$ cat src/rtl/rbr_pkg.sv
// Package: constants and types for the redundant bus recovery manager
package rbr_pkg;
    localparam int CLK_HZ     = 40_000_000;
    localparam int SYNC_HZ    = 64;
    localparam int SYNC_CYC   = CLK_HZ / SYNC_HZ;
    localparam int NORESP_NS  = 14_000;
    localparam int NORESP_CYC = (NORESP_NS * (CLK_HZ / 1_000_000) + 999) / 1000;
    localparam int RECOV_MS   = 250;
    localparam int RECOV_CYC  = RECOV_MS * (CLK_HZ / 1000);

    localparam int N_RT   = 32;
    localparam int RT_W   = 5;
    localparam int ADDR_W = 8;
    localparam int CNT_W  = 8;
    localparam int GAP_W  = 4;

    // Register byte addresses
    localparam logic [ADDR_W-1:0] A_CTRL      = 8'h00;
    localparam logic [ADDR_W-1:0] A_HEALTH    = 8'h04;
    localparam logic [ADDR_W-1:0] A_VALID_SET = 8'h08;
    localparam logic [ADDR_W-1:0] A_VALID_CLR = 8'h0c;
    localparam logic [ADDR_W-1:0] A_VITAL     = 8'h10;
    localparam logic [ADDR_W-1:0] A_STATUS    = 8'h14;
    localparam logic [ADDR_W-1:0] A_WFAIL     = 8'h18;
    localparam logic [ADDR_W-1:0] A_SURV      = 8'h1c;
    localparam logic [ADDR_W-1:0] A_GAP       = 8'h20;
    localparam logic [ADDR_W-1:0] A_LASTTC    = 8'h24;

    // Control fields
    localparam int C_SAFING = 0;
    localparam int C_DLL_EN = 1;
    localparam int C_UNLOCK = 2;
    localparam logic [2:0] CTRL_RST = 3'h2;
    localparam logic [1:0] HEALTH_RST = 2'h3;
    localparam logic [N_RT-1:0] VALID_RST = 32'hffff_ffff;
    localparam logic [GAP_W-1:0] GAP_RST = 4'h1;
    localparam logic [RT_W-1:0] VCT_RT_DEF = 5'h01;

    typedef struct packed {
        logic            vld;
        logic [RT_W-1:0] rt;
        logic            tx_err;
        logic            loop_fail;
        logic            msg_err;
        logic            busy;
        logic            subsys;
        logic            term;
    } rbr_txn_t;

    typedef struct packed {
        logic            wr;
        logic            rd;
        logic            bus;
        logic [RT_W-1:0] rt;
    } rbr_wrap_t;

    typedef struct packed {
        logic done;
        logic pass;
    } rbr_wres_t;

    typedef enum logic [2:0] {
        S_IDLE, S_SCAN, S_GAP, S_RES, S_EVAL, S_UNMUTE, S_ALARM
    } rbr_state_t;
endpackage

$ cat src/rtl/rbr_manager.sv
// Bus fault detection, wrap-around checking and recovery for a dual bus controller
//
// Operation
// - Invalid to valid only by command or release
// - Invalid terminal: link and transfer actions off
// - Link fault management enabled by its own control bit, independent of safing
// - Controller failure with valid terminal: bus unhealthy
// - Recover if alternate healthy, else alarm
// - Raise bus-anomaly event on unhealthy declaration
// - Muted: hold commands, no telemetry, sync runs
// - Suspend transfer layer during recovery
// - Wrap test every valid terminal, alternate then current
// - Write slot N, read slot N plus offset
// - Switch only if alternate good, current bad
// - Recovery finishes within 250 ms
// - Unmute at next subframe after recovery
// - Re-enable transfer layer after recovery
// - Repeat last command message
// - Repeat last packet unless confirmed
// - Repeated packet keeps original 8-bit count
// - One bad non-vital terminal: its fault; more, or a vital one: alarm
// - Store bus health periodically in safeguard
// - Commands set each bus health independently
// - Survival bus side held write protected
// - Status word bits go to transfer layer
// - Broadcast sync at 64 Hz
// - No response after 14 us flags timeout
// - Vital flag per terminal, set by command
// - Valid flag per terminal
// - Roles of buses swap with active bus
`timescale 1ns/1ps
`default_nettype none
module rbr_manager
    import rbr_pkg::*;
#(
    parameter int SYNC_CYCLES  = rbr_pkg::SYNC_CYC,
    parameter int RECOV_CYCLES = rbr_pkg::RECOV_CYC,
    parameter logic [rbr_pkg::RT_W-1:0] VCT_RT = rbr_pkg::VCT_RT_DEF
) (
    // Clock and reset
    input  wire logic                        sys_clk_in,
    input  wire logic                        resetn_in,
    // Register port
    input  wire logic [rbr_pkg::ADDR_W-1:0]  reg_addr_in,
    input  wire logic [31:0]                 reg_wdata_in,
    input  wire logic                        reg_wr_in,
    input  wire logic                        reg_rd_in,
    output logic      [31:0]                 reg_rdata_out,
    // Bus interface reports
    input  wire rbr_pkg::rbr_txn_t           txn_in,
    input  wire logic                        cmd_sent_in,
    input  wire logic [rbr_pkg::RT_W-1:0]    cmd_rt_in,
    input  wire logic                        resp_in,
    input  wire logic                        slot_tick_in,
    input  wire rbr_pkg::rbr_wres_t          wrap_res_in,
    // Command traffic tracking
    input  wire logic                        tc_msg_sent_in,
    input  wire logic                        tc_pkt_sent_in,
    input  wire logic [rbr_pkg::CNT_W-1:0]   ptd_count_in,
    input  wire logic                        ptc_ok_in,
    // Reset release and stored context
    input  wire logic                        reset_release_signal_in,
    input  wire logic                        ctx_valid_in,
    input  wire logic [1:0]                  ctx_health_in,
    input  wire logic                        ctx_active_in,
    // Bus engine control
    output rbr_pkg::rbr_wrap_t               wrap_out,
    output logic                             active_bus_out,
    output logic                             mute_out,
    output logic                             sync_out,
    output logic [rbr_pkg::N_RT-1:0]         tfl_enable_out,
    // Events
    output logic                             bus_event_out,
    output logic                             alarm3_out,
    output logic                             subsys_fault_out,
    output logic                             anomaly_out,
    output logic [rbr_pkg::RT_W-1:0]         event_rt_out,
    output logic                             rep_msg_out,
    output logic                             rep_pkt_out,
    output logic [rbr_pkg::CNT_W-1:0]        rep_count_out,
    // Safeguard and survival context
    output logic                             sgm_wr_out,
    output logic [2:0]                       sgm_data_out,
    output logic                             surv_bus_out
);
    import rbr_pkg::*;

    rbr_state_t       st_q;
    logic [2:0]       ctrl_q;
    logic [1:0]       health_q;
    logic             act_q;
    logic             mute_q;
    logic             susp_q;
    logic             restore_q;
    logic [N_RT-1:0]  valid_q;
    logic [N_RT-1:0]  vital_q;
    logic [N_RT-1:0]  fail_alt_q;
    logic [N_RT-1:0]  fail_cur_q;
    logic [RT_W-1:0]  rt_q;
    logic [RT_W-1:0]  bad_rt_q;
    logic             pass_q;
    logic [GAP_W-1:0] gap_q;
    logic [GAP_W-1:0] gcnt_q;
    logic [31:0]      wdog_q;
    logic [31:0]      sync_cnt_q;
    logic             surv_q;
    logic             rr_q;
    logic             have_msg_q;
    logic             pkt_pend_q;
    logic [CNT_W-1:0] cnt_q;
    logic [15:0]      nr_cnt_q;
    logic             nr_run_q;
    logic [RT_W-1:0]  nr_rt_q;

    logic wr_ctrl, wr_health, wr_vset, wr_vclr, wr_vital, wr_surv, wr_gap;
    logic sf_tick, rr_fall, nr_fire, ctrl_fail, fault_det, last_rt, alt_ok, cur_ok;
    logic multi_alt;

    assign wr_ctrl   = reg_wr_in && reg_addr_in == A_CTRL;
    assign wr_health = reg_wr_in && reg_addr_in == A_HEALTH;
    assign wr_vset   = reg_wr_in && reg_addr_in == A_VALID_SET;
    assign wr_vclr   = reg_wr_in && reg_addr_in == A_VALID_CLR;
    assign wr_vital  = reg_wr_in && reg_addr_in == A_VITAL;
    assign wr_surv   = reg_wr_in && reg_addr_in == A_SURV;
    assign wr_gap    = reg_wr_in && reg_addr_in == A_GAP;

    assign sf_tick = sync_cnt_q == 32'(SYNC_CYCLES - 1);
    assign rr_fall = rr_q && !reset_release_signal_in;
    assign nr_fire = nr_run_q && nr_cnt_q == 16'h0001;
    assign ctrl_fail = (txn_in.vld && (txn_in.tx_err || txn_in.loop_fail) && valid_q[txn_in.rt])
                     || (nr_fire && valid_q[nr_rt_q]);
    assign fault_det = ctrl_fail && ctrl_q[C_DLL_EN] && !restore_q;
    assign last_rt   = rt_q == RT_W'(N_RT - 1);
    assign alt_ok    = fail_alt_q == '0;
    assign cur_ok    = fail_cur_q == '0;
    assign multi_alt = (fail_alt_q & (fail_alt_q - 1'b1)) != '0;

    // Control register; link fault management enable is independent of safing
    always_ff @(posedge sys_clk_in) begin
        if (!resetn_in) begin
            ctrl_q <= CTRL_RST;
        end else if (wr_ctrl) begin
            ctrl_q <= reg_wdata_in[2:0];
        end
    end

    // Per-terminal valid flags
    for (genvar i = 0; i < N_RT; i++) begin : g_valid
        always_ff @(posedge sys_clk_in) begin
            if (!resetn_in) begin
                valid_q[i] <= VALID_RST[i];
            end else if ((wr_vset && reg_wdata_in[i]) || (i == int'(VCT_RT) && rr_fall)) begin
                valid_q[i] <= 1'b1;
            end else if (wr_vclr && reg_wdata_in[i]) begin
                valid_q[i] <= 1'b0;
            end
        end
    end

    // Vital flags, slot gap and survival side
    always_ff @(posedge sys_clk_in) begin
        if (!resetn_in) begin
            vital_q <= '0;
            gap_q   <= GAP_RST;
            surv_q  <= 1'b0;
            rr_q    <= 1'b0;
        end else begin
            rr_q <= reset_release_signal_in;
            if (wr_vital) begin
                vital_q <= reg_wdata_in;
            end
            if (wr_gap && reg_wdata_in[GAP_W-1:0] != '0) begin
                gap_q <= reg_wdata_in[GAP_W-1:0];
            end
            if (wr_surv && ctrl_q[C_UNLOCK]) begin
                surv_q <= reg_wdata_in[0];
            end
        end
    end

    // Sync broadcast divider, runs even while muted
    always_ff @(posedge sys_clk_in) begin
        if (!resetn_in) begin
            sync_cnt_q <= '0;
            sync_out   <= 1'b0;
        end else begin
            sync_cnt_q <= sf_tick ? '0 : sync_cnt_q + 32'h1;
            sync_out   <= sf_tick;
        end
    end

    // No-response timer
    always_ff @(posedge sys_clk_in) begin
        if (!resetn_in) begin
            nr_run_q <= 1'b0;
            nr_cnt_q <= '0;
            nr_rt_q  <= '0;
        end else if (cmd_sent_in) begin
            nr_run_q <= 1'b1;
            nr_cnt_q <= 16'(NORESP_CYC);
            nr_rt_q  <= cmd_rt_in;
        end else if (resp_in || nr_fire) begin
            nr_run_q <= 1'b0;
        end else if (nr_run_q) begin
            nr_cnt_q <= nr_cnt_q - 16'h1;
        end
    end

    // Last command tracking; a new send wins over a confirmation
    always_ff @(posedge sys_clk_in) begin
        if (!resetn_in) begin
            have_msg_q <= 1'b0;
            pkt_pend_q <= 1'b0;
            cnt_q      <= '0;
        end else if (!mute_q) begin
            if (tc_msg_sent_in) begin
                have_msg_q <= 1'b1;
            end
            if (tc_pkt_sent_in) begin
                pkt_pend_q <= 1'b1;
                cnt_q      <= ptd_count_in;
            end else if (ptc_ok_in) begin
                pkt_pend_q <= 1'b0;
            end
        end
    end

    // Status-word anomalies, forwarded only for valid terminals outside recovery
    always_ff @(posedge sys_clk_in) begin
        if (!resetn_in) begin
            anomaly_out <= 1'b0;
        end else begin
            anomaly_out <= txn_in.vld && valid_q[txn_in.rt] && !susp_q
                        && (txn_in.msg_err || txn_in.busy || txn_in.subsys || txn_in.term);
        end
    end

    // Transfer layer enables per terminal
    always_ff @(posedge sys_clk_in) begin
        if (!resetn_in) begin
            tfl_enable_out <= '0;
        end else begin
            tfl_enable_out <= valid_q & {N_RT{!susp_q}};
        end
    end

    // Safeguard snapshot once per subframe
    always_ff @(posedge sys_clk_in) begin
        if (!resetn_in) begin
            sgm_wr_out   <= 1'b0;
            sgm_data_out <= '0;
            surv_bus_out <= 1'b0;
        end else begin
            sgm_wr_out   <= sf_tick;
            sgm_data_out <= {act_q, health_q};
            surv_bus_out <= surv_q;
        end
    end

    // Recovery sequencer
    always_ff @(posedge sys_clk_in) begin
        if (!resetn_in) begin
            st_q <= S_IDLE;
            health_q <= HEALTH_RST;
            act_q <= 1'b0;
            mute_q <= 1'b0;
            susp_q <= 1'b0;
            restore_q <= 1'b1;
            fail_alt_q <= '0;
            fail_cur_q <= '0;
            rt_q <= '0;
            bad_rt_q <= '0;
            pass_q <= 1'b0;
            gcnt_q <= '0;
            wdog_q <= '0;
            wrap_out <= '0;
            bus_event_out <= 1'b0;
            alarm3_out <= 1'b0;
            subsys_fault_out <= 1'b0;
            event_rt_out <= '0;
            rep_msg_out <= 1'b0;
            rep_pkt_out <= 1'b0;
            rep_count_out <= '0;
        end else begin
            wrap_out.wr <= 1'b0;
            wrap_out.rd <= 1'b0;
            bus_event_out <= 1'b0;
            alarm3_out <= 1'b0;
            subsys_fault_out <= 1'b0;
            rep_msg_out <= 1'b0;
            rep_pkt_out <= 1'b0;
            restore_q <= 1'b0;
            wdog_q <= (st_q == S_IDLE || st_q == S_ALARM) ? '0 : wdog_q + 32'h1;
            if (restore_q && ctx_valid_in) begin
                health_q <= ctx_health_in;
                act_q <= ctx_active_in;
            end
            if (wr_health) begin
                health_q <= reg_wdata_in[1:0];
            end
            case (st_q)
                S_IDLE: begin
                    if (fault_det) begin
                        health_q[act_q] <= 1'b0;
                        bus_event_out <= 1'b1;
                        event_rt_out <= txn_in.vld ? txn_in.rt : nr_rt_q;
                        if (health_q[!act_q]) begin
                            mute_q <= 1'b1;
                            susp_q <= 1'b1;
                            fail_alt_q <= '0;
                            fail_cur_q <= '0;
                            rt_q <= '0;
                            pass_q <= 1'b0;
                            st_q <= S_SCAN;
                        end else begin
                            alarm3_out <= 1'b1;
                            st_q <= S_ALARM;
                        end
                    end
                end
                S_SCAN: begin
                    if (!valid_q[rt_q]) begin
                        if (!last_rt) begin
                            rt_q <= rt_q + 1'b1;
                        end else if (!pass_q) begin
                            pass_q <= 1'b1;
                            rt_q <= '0;
                        end else begin
                            st_q <= S_EVAL;
                        end
                    end else if (slot_tick_in) begin
                        wrap_out.wr <= 1'b1;
                        wrap_out.bus <= pass_q ? act_q : !act_q;
                        wrap_out.rt <= rt_q;
                        gcnt_q <= gap_q;
                        st_q <= S_GAP;
                    end
                end
                S_GAP: begin
                    if (slot_tick_in) begin
                        gcnt_q <= gcnt_q - 1'b1;
                        if (gcnt_q == GAP_W'(1)) begin
                            wrap_out.rd <= 1'b1;
                            st_q <= S_RES;
                        end
                    end
                end
                S_RES: begin
                    if (wrap_res_in.done) begin
                        if (!wrap_res_in.pass && pass_q) begin
                            fail_cur_q[rt_q] <= 1'b1;
                        end
                        if (!wrap_res_in.pass && !pass_q) begin
                            fail_alt_q[rt_q] <= 1'b1;
                            bad_rt_q <= rt_q;
                        end
                        if (!last_rt) begin
                            rt_q <= rt_q + 1'b1;
                            st_q <= S_SCAN;
                        end else if (!pass_q) begin
                            pass_q <= 1'b1;
                            rt_q <= '0;
                            st_q <= S_SCAN;
                        end else begin
                            st_q <= S_EVAL;
                        end
                    end
                end
                S_EVAL: begin
                    if (alt_ok && !cur_ok) begin
                        act_q <= !act_q;
                        st_q <= S_UNMUTE;
                    end else if (alt_ok) begin
                        health_q[act_q] <= 1'b1;
                        st_q <= S_UNMUTE;
                    end else if (!multi_alt && !vital_q[bad_rt_q]) begin
                        health_q[!act_q] <= 1'b0;
                        subsys_fault_out <= 1'b1;
                        event_rt_out <= bad_rt_q;
                        st_q <= S_UNMUTE;
                    end else begin
                        health_q[!act_q] <= 1'b0;
                        alarm3_out <= 1'b1;
                        st_q <= S_ALARM;
                    end
                end
                S_UNMUTE: begin
                    if (sf_tick) begin
                        mute_q <= 1'b0;
                        susp_q <= 1'b0;
                        rep_msg_out <= have_msg_q;
                        rep_pkt_out <= pkt_pend_q;
                        rep_count_out <= cnt_q;
                        st_q <= S_IDLE;
                    end
                end
                S_ALARM: begin
                    if (wr_health) begin
                        mute_q <= 1'b0;
                        susp_q <= 1'b0;
                        st_q <= S_IDLE;
                    end
                end
                default: st_q <= S_IDLE;
            endcase
            if (st_q != S_IDLE && st_q != S_ALARM && wdog_q == 32'(RECOV_CYCLES - 1)) begin
                alarm3_out <= 1'b1;
                st_q <= S_ALARM;
            end
        end
    end

    // Engine-facing copies
    always_ff @(posedge sys_clk_in) begin
        if (!resetn_in) begin
            active_bus_out <= 1'b0;
            mute_out <= 1'b0;
        end else begin
            active_bus_out <= act_q;
            mute_out <= mute_q;
        end
    end

    // Read port, data valid only in the cycle after the strobe
    always_ff @(posedge sys_clk_in) begin
        if (!resetn_in) begin
            reg_rdata_out <= '0;
        end else if (!reg_rd_in) begin
            reg_rdata_out <= '0;
        end else begin
            case (reg_addr_in)
                A_CTRL:      reg_rdata_out <= {29'h0, ctrl_q};
                A_HEALTH:    reg_rdata_out <= {30'h0, health_q};
                A_VALID_SET: reg_rdata_out <= valid_q;
                A_VALID_CLR: reg_rdata_out <= valid_q;
                A_VITAL:     reg_rdata_out <= vital_q;
                A_STATUS:    reg_rdata_out <= {24'h0, pass_q, st_q, susp_q, mute_q, act_q, restore_q};
                A_WFAIL:     reg_rdata_out <= fail_alt_q;
                A_SURV:      reg_rdata_out <= {31'h0, surv_q};
                A_GAP:       reg_rdata_out <= {28'h0, gap_q};
                A_LASTTC:    reg_rdata_out <= {22'h0, have_msg_q, pkt_pend_q, cnt_q};
                default:     reg_rdata_out <= '0;
            endcase
        end
    end
endmodule
`default_nettype wire

$ cat config.mk
export PLATFORM = sky130hd
export DESIGN_NAME = rbr_manager
export DESIGN_NICKNAME = d
export VERILOG_FILES = /design/src/rtl/rbr_pkg.sv /design/src/rtl/rbr_manager.sv
export SDC_FILE = /design/constraint.sdc
export NUM_CORES = 1
export LEC_CHECK = 0
export ABC_AREA = 1
export BUFFER_PORTS_ARGS = -buffer_cell sky130_fd_sc_hd__buf_2
export CAP_MARGIN = 25
export CORE_ASPECT_RATIO = 2
export CORE_UTILIZATION = 45
export CTS_CLUSTER_SIZE = 24
export DETAILED_ROUTE_END_ITERATION = 8
export PLACE_DENSITY_LB_ADDON = 0.2
export SYNTH_ARGS = -nofsm -noshare
export SYNTH_HDL_FRONTEND = slang
export SYNTH_SLANG_ARGS = --single-unit
$ cat constraint.sdc
create_clock -name sys_clk_in -period 2.2 [get_ports sys_clk_in]
set_clock_uncertainty 0.05 [all_clocks]
set_input_delay 0.11 -clock sys_clk_in [delete_from_list [all_inputs] [get_ports sys_clk_in]]
set_output_delay 0.11 -clock sys_clk_in [all_outputs]
set_load 0.005 [all_outputs]
# Word level (Yosys, flattened, before mapping)
# Index checks and enable logic that the tools add are counted.
# word_totals
reg_bits,354
input_bits,82
output_inout_bits,99
word_cells,439
# classes
addsub,6
n_lt_le_gt_ge,9
eq_ne,49
mux,101
n_bitwise,13
reduce_logical,184
# op_table
op,count
$pmux W32 S9,1
$mux W32,6
$pmux W32 S2,2
$logic_and A1 B1 Y1,93
$reduce_or A2 Y1,37
$add A32 B1 Y32 const B,2
$and A32 B32 Y32,2
$logic_not A32 Y1,2
$or A32 B32 Y32,2
$mux W5,11
$mux W3,14
$mux W1,37
$eq A32 B20 Y1 const B,1
$eq A32 B24 Y1 const B,1
$eq A8 B5 Y1 const B,4
$reduce_bool A32 Y1,1
$sub A32 B1 Y32 const B,1
$mux W10,3
$ne A2 B2 Y1 const B,15
$reduce_and A5 Y1,5
$lt A5 B6 Y1 const B,4
$ne A3 B3 Y1 const B,8
$pmux W3 S7,1
$bmux W1 S5,4
44 further kinds,105

# Logic depth before layout (Yosys ltp)
# depth
word_depth,10
mapped_depth,18
depth_no_buf,17

# Worst setup path before layout
# OpenSTA, ideal clock, no wires.
# synth_timing
path_type,reg-to-reg
from,register rt_q[0]
to,register rt_q[4]
setup_ns,0.127
arrival_ns,1.806
t_required_ns,2.023
slack_ns,0.217
path_stages_with_launch,13
synth_period_minus_slack_ns,1.983
cell_sequence,dfxtp_1 ha_1 clkbuf_1 nand2_1 nor2_1 ha_1 nand2_1 nor2_1 nor2_4 nand2_2 nand2_1 o21ai_1 nor2_1
# synth_via
elab_chain_cells,4
# synth_rtl
item,line_no,source
start: declaration,rbr_manager.sv:99,logic [RT_W-1:0] rt_q;
start signal: assignment,rbr_manager.sv:324,rt_q <= rt_q + 1'b1;
start signal: assignment,rbr_manager.sv:358,rt_q <= rt_q + 1'b1;
$bmux W1 S5 (tied with other cells),rbr_manager.sv:322,if (!valid_q[rt_q]) begin
$mux W1 (implied by the code) or $mux W5 (tied branches),"rbr_manager.sv:322, rbr_manager.sv:357",
$ne A2 B2 Y1 (no line) (tied with other cells),--,
$reduce_and A5 Y1 (no line) or $pmux W5 S3 (tied branches),--,
# Parallel ways exist; a longest one is shown, timed or not. The select of a mux whose other input is x is not followed.
# A chain may end at the register's enable or synchronous reset.

# Final worst setup path
# layout_timing
from,register fail_alt_q[8]
to,register event_rt_out[1] (netlist bit)
# layout_via
elab_chain_cells,7
# layout_rtl
item,line_no,source
start: declaration,rbr_manager.sv:97,logic [N_RT-1:0] fail_alt_q;
start signal: assignment,rbr_manager.sv:269,fail_alt_q <= '0;
start signal: assignment,rbr_manager.sv:310,fail_alt_q <= '0;
start signal: indexed assignment,rbr_manager.sv:354,fail_alt_q[rt_q] <= 1'b1;
$sub A32 B1 Y32,rbr_manager.sv:136,assign multi_alt = (fail_alt_q & (fail_alt_q - 1'b1)) != '0;
$and A32 B32 Y32,rbr_manager.sv:136,
$reduce_bool A32 Y1,rbr_manager.sv:136,
$logic_not A1 Y1,rbr_manager.sv:376,end else if (!multi_alt && !vital_q[bad_rt_q]) begin
$logic_and A1 B1 Y1,rbr_manager.sv:376,
$ne A2 B2 Y1 (no line),--,
$reduce_and A5 Y1 (no line) *,--,
end signal: assignment,rbr_manager.sv:306,event_rt_out <= txn_in.vld ? txn_in.rt : nr_rt_q;
end signal: assignment,rbr_manager.sv:379,event_rt_out <= bad_rt_q;
end: declaration,rbr_manager.sv:77,"output logic [rbr_pkg::RT_W-1:0] event_rt_out,"
# Every way passes the cells marked *; elsewhere a longest branch is shown, timed or not.

==> impl_metrics.yaml <==
status:
  run_status: "complete, but fails checks"
  violations_in_the_final_reports: "negative setup slack"
grt:
  sum_of_overflow_across_all_layers_after_global_routing: 0
  grt-busiest-layer: "met2"
  gr-usage-met3_pct: 4.51
  gr-usage-met2_pct: 62.6
  track_usage_pct: 34.1
  grt_pass1_wl_um: 103000
  grt_max_degree: 84
  first_global_vias: 18900
  grt_antenna_before_repair: 2
  grt.met1_usage_pct: 33.4
routing:
  via_to_cell_ratio: 5.45
  firstDrtPassIters: 7
  detail-route-antenna-nets: 0
  via_count: 19400
  drt_iter0_drc: 1324
  drc: 0
  wl_um: 68500
  avgRoutedWirePerCell_um: 19.2
logic_synthesis:
  synthArstFlopShare_pct: 0
  postSynthRegisterBits: 353
  mappedNetlistArea_mm2: 0.0174
  syn-instance-count: 2591
  syn_avg_cell_area_um2: 6.73
  ys_warn_count: 0
  synth_area_leaders: "sky130_fd_sc_hd__dfxtp_1 (41%), sky130_fd_sc_hd__nand2_1 (10%), sky130_fd_sc_hd__a21oi_1 (8.5%)"
  synth_edf_count: 0
  synth_sequential_area_ratio_pct: 40.5
  post_synth_num_cell_types: 47
  yosys.area.top_type: "sky130_fd_sc_hd__dfxtp_1"
  synth_flop_cell: "sky130_fd_sc_hd__dfxtp_1"
  mapped_nets: 2684
  synth_largest_type_area_fraction_pct: 40.5
clocking:
  clock_tree_from_tritoncts: "done"
  clockRootBuffer: "sky130_fd_sc_hd__clkbuf_16"
  path_clk_slew_ns: 0.07
  numClockSinks: 353
  ctsLongestPathBuffers: 3
  clock_tree.htree_level_count: 2
  insertion_delay_ns: 0.55
  cts_buffers: 35
timing:
  finalHoldWorstSlack_ns: 0.0250
  top_achievable_clock_speed_mhz: 448
  final-setup-viol-count: 6
  finalWorstSetupSlack_ns: -0.0335
  max_slew_margin_pct: 59.8
  final_min_period_over_clock_period_pct: 102
  finalSetupTns_ns: -0.151
  finalHoldViolations: 0
  worstMarginPinSlew_ns: 0.602
  final_max_slew_viol_count: 0
  layout_min_cycle_time_ns: 2.23
  setup_repair_after_global_routing_missed_its_margin: "yes"
cells_and_area:
  num_antenna_cells: 0
  finish.cell_count_without_fillers: 3564
  layout.cell_area.non_filler_mm2: 0.0233
  fillers: 3577
  area_growth_syn_to_layout_pct: 33.9
  mostFrequentLayoutCells: "sky130_fd_sc_hd__nand2_1 (450), sky130_fd_sc_hd__inv_1 (347), sky130_fd_sc_hd__dfxtp_1 (321)"
  final_common_cell: "sky130_fd_sc_hd__nand2_1"
  final_net_count: 3120
  fraction_of_final_layout_cells_with_drive_strength_greater_than_1_pct: 24.4
  utilization_pct: 61.4
placement:
  buffer_ports.inserted: 180
  place.gp.congestion: 0.989
  dpl_wire_length_um: 50900
  numPlacedInstances: 3414
  placedInstanceArea_mm2: 0.0204
setup_path:
  worst_path_arrival_time_ns: 2.62
  crit_start_category: "flop"
  path_class: "reg -> reg"
  critPathRequiredTime_ns: 2.58
  timing.critical_path.fanout_max: 5
  timing.critical_path.to_type: "flop"
power:
  power.sequential.fraction_pct: 37.9
  share_comb_of_total_power_pct: 27.6
  power_per_cell_area_mw_per_mm2: 790
  share_clk_of_total_power_pct: 34.4
  switching_share_pct: 32.8
  max-vdd-ir-drop_mv: 0.703
  cell_internal_pwr_mw: 12.4
  static-leakage-power_nw: 10.1
  p_switching_mw: 6.05
floorplanning:
  die_h_um: 280
  core.rowCount: 101
  design.die.area_mm2: 0.0396
  starting_utilization_of_the_core_area_pct: 45.8
  die_x_um: 141
  top_level_ports: 181
  design.core.area_mm2: 0.0380
min_path:
  worst_hold_path_type: "in -> reg"
flow_run:
  max_cap_violations: 0
## what timing repair did
action / 4_1_cts / 5_1_grt
hold buffers: 62 / 0
buffers inserted: 1 / 19
pin swaps: 5 / 66
endpoints found under the hold margin: 105 / 0
setup endpoints to repair: 94 / 149
cloned: 2 / 7
resized for setup: 59 / 207
## power groups by stage
| stage | Clock, mW | Combinational, mW | Sequential (mW) |
|---|---|---|---|
| floorplan | 0 | 2.40 | 7.08 |
| global placement | 0 | 3.99 | 7.10 |
| detailed placement | 0 | 4.03 | 7.10 |
| CTS | 6.45 | 4.30 | 6.96 |
| global route | 6.65 | 5.46 | 7.03 |
| finish | 6.35 | 5.09 | 7.00 |
## state kept, by name, summed over array words and instances (netlist names), 2 cells and up
register	cells
gcnt_q	4
fail_alt_q	32
health_q	2
wrap_out	8
ctrl_q	3
reg_rdata_out	32
rep_count_out	8
sync_cnt_q	32
nr_rt_q	5
event_rt_out	5
sgm_data_out	3
nr_cnt_q	16
valid_q	32
tfl_enable_out	32
bad_rt_q	5
fail_cur_q	32
st_q	3
vital_q	32
wdog_q	32
cnt_q	8
gap_q	4
rt_q	5
## worst max-delay path, stage by stage, from the launching register on
cell and delay (ns):
sky130_fd_sc_hd__dfxtp_4 0.38, sky130_fd_sc_hd__nor2_2 0.15, sky130_fd_sc_hd__nand2_2 0.12, sky130_fd_sc_hd__buf_4 0.15
sky130_fd_sc_hd__inv_1 0.04, sky130_fd_sc_hd__nand3_1 0.12, sky130_fd_sc_hd__nand2_1 0.11, sky130_fd_sc_hd__nand3_2 0.11
sky130_fd_sc_hd__nor2_2 0.15, sky130_fd_sc_hd__nand3_1 0.08, sky130_fd_sc_hd__nor2_1 0.15, sky130_fd_sc_hd__nand3_2 0.12
sky130_fd_sc_hd__nand2_4 0.16, sky130_fd_sc_hd__nand2_4 0.09, sky130_fd_sc_hd__nor2_1 0.11, sky130_fd_sc_hd__nor2_1 0.06
## cell type report
type | instances | area, µm² | share of cell area (%)
tap | 515 | 644 | 2.76
multi-input combinational | 1746 | 9130 | 39.1
inverter | 385 | 1460 | 6.25
clock inverter | 14 | 189 | 0.809
sequential | 353 | 7120 | 30.5
clock buffer | 45 | 996 | 4.27
timing repair buffer | 506 | 3810 | 16.3
## synth_stat cells (8+ instances only)
cell type,n
sky130_fd_sc_hd__a21oi_1,296
sky130_fd_sc_hd__a221oi_1,8
sky130_fd_sc_hd__a31oi_1,8
sky130_fd_sc_hd__buf_2,31
sky130_fd_sc_hd__clkbuf_1,64
sky130_fd_sc_hd__dfxtp_1,353
sky130_fd_sc_hd__ha_1,11
sky130_fd_sc_hd__inv_1,369
sky130_fd_sc_hd__inv_2,10
sky130_fd_sc_hd__nand2_1,478
sky130_fd_sc_hd__nand3_1,198
sky130_fd_sc_hd__nand3_2,11
sky130_fd_sc_hd__nand4_1,28
sky130_fd_sc_hd__nor2_1,274
sky130_fd_sc_hd__nor2_2,13
sky130_fd_sc_hd__nor3_1,54
sky130_fd_sc_hd__nor3b_1,12
sky130_fd_sc_hd__nor4_1,16
sky130_fd_sc_hd__o211ai_1,60
sky130_fd_sc_hd__o21ai_0,182
sky130_fd_sc_hd__o21ai_1,9
sky130_fd_sc_hd__o22ai_1,31
## stage by stage
stage	total power, mW	worst slack [ns]
2_1_floorplan	9.47	0.217
3_3_place_gp	11.1	-0.345
3_5_place_dp	11.1	-0.265
4_1_cts	17.7	-0.00787
5_1_grt	19.1	-0.155
6_report	18.4	-0.0335
## final timing paths
| check | slack, ns | cells after the start | end | startpoint |
|---|---|---|---|---|
| setup / recovery | -0.03 | 15 | event_rt_out[1] | fail_alt_q[8] |
| hold / removal | 0.02 | 7 | health_q[0] | ctx_health_in[0] |
| setup reg to reg | -0.03 | 15 | event_rt_out[1] | fail_alt_q[8] |
| hold reg to reg | 0.40 | 2 | wrap_out[4] | wrap_out[4] |
## metal layers
| layer | wire length, µm | part of all wire, % | vias up |
|---|---|---|---|
| met5 | 29 | 0.042 | - |
| met4 | 6520 | 9.5 | 4 |
| met3 | 3300 | 4.8 | 300 |
| met2 | 35400 | 52 | 747 |
| met1 | 23300 | 34 | 8996 |
| li1 | - | - | 9388 |
## cell families (layout without fill, tap and decap cells)
group                    Yosys count  count (layout)  synth area share [%]
buffers and inverters            494             950                  11.2
AND/OR/NAND/NOR                 1110            1112                  27.8
flip-flops                       353             353                  40.5
XOR/XNOR                           9               9                 0.452
adder cells (fa/ha/maj)           11              11                 0.789
AO/OA/AOI/OAI                    614             614                  19.3
(Power assumes the default switching activity.)
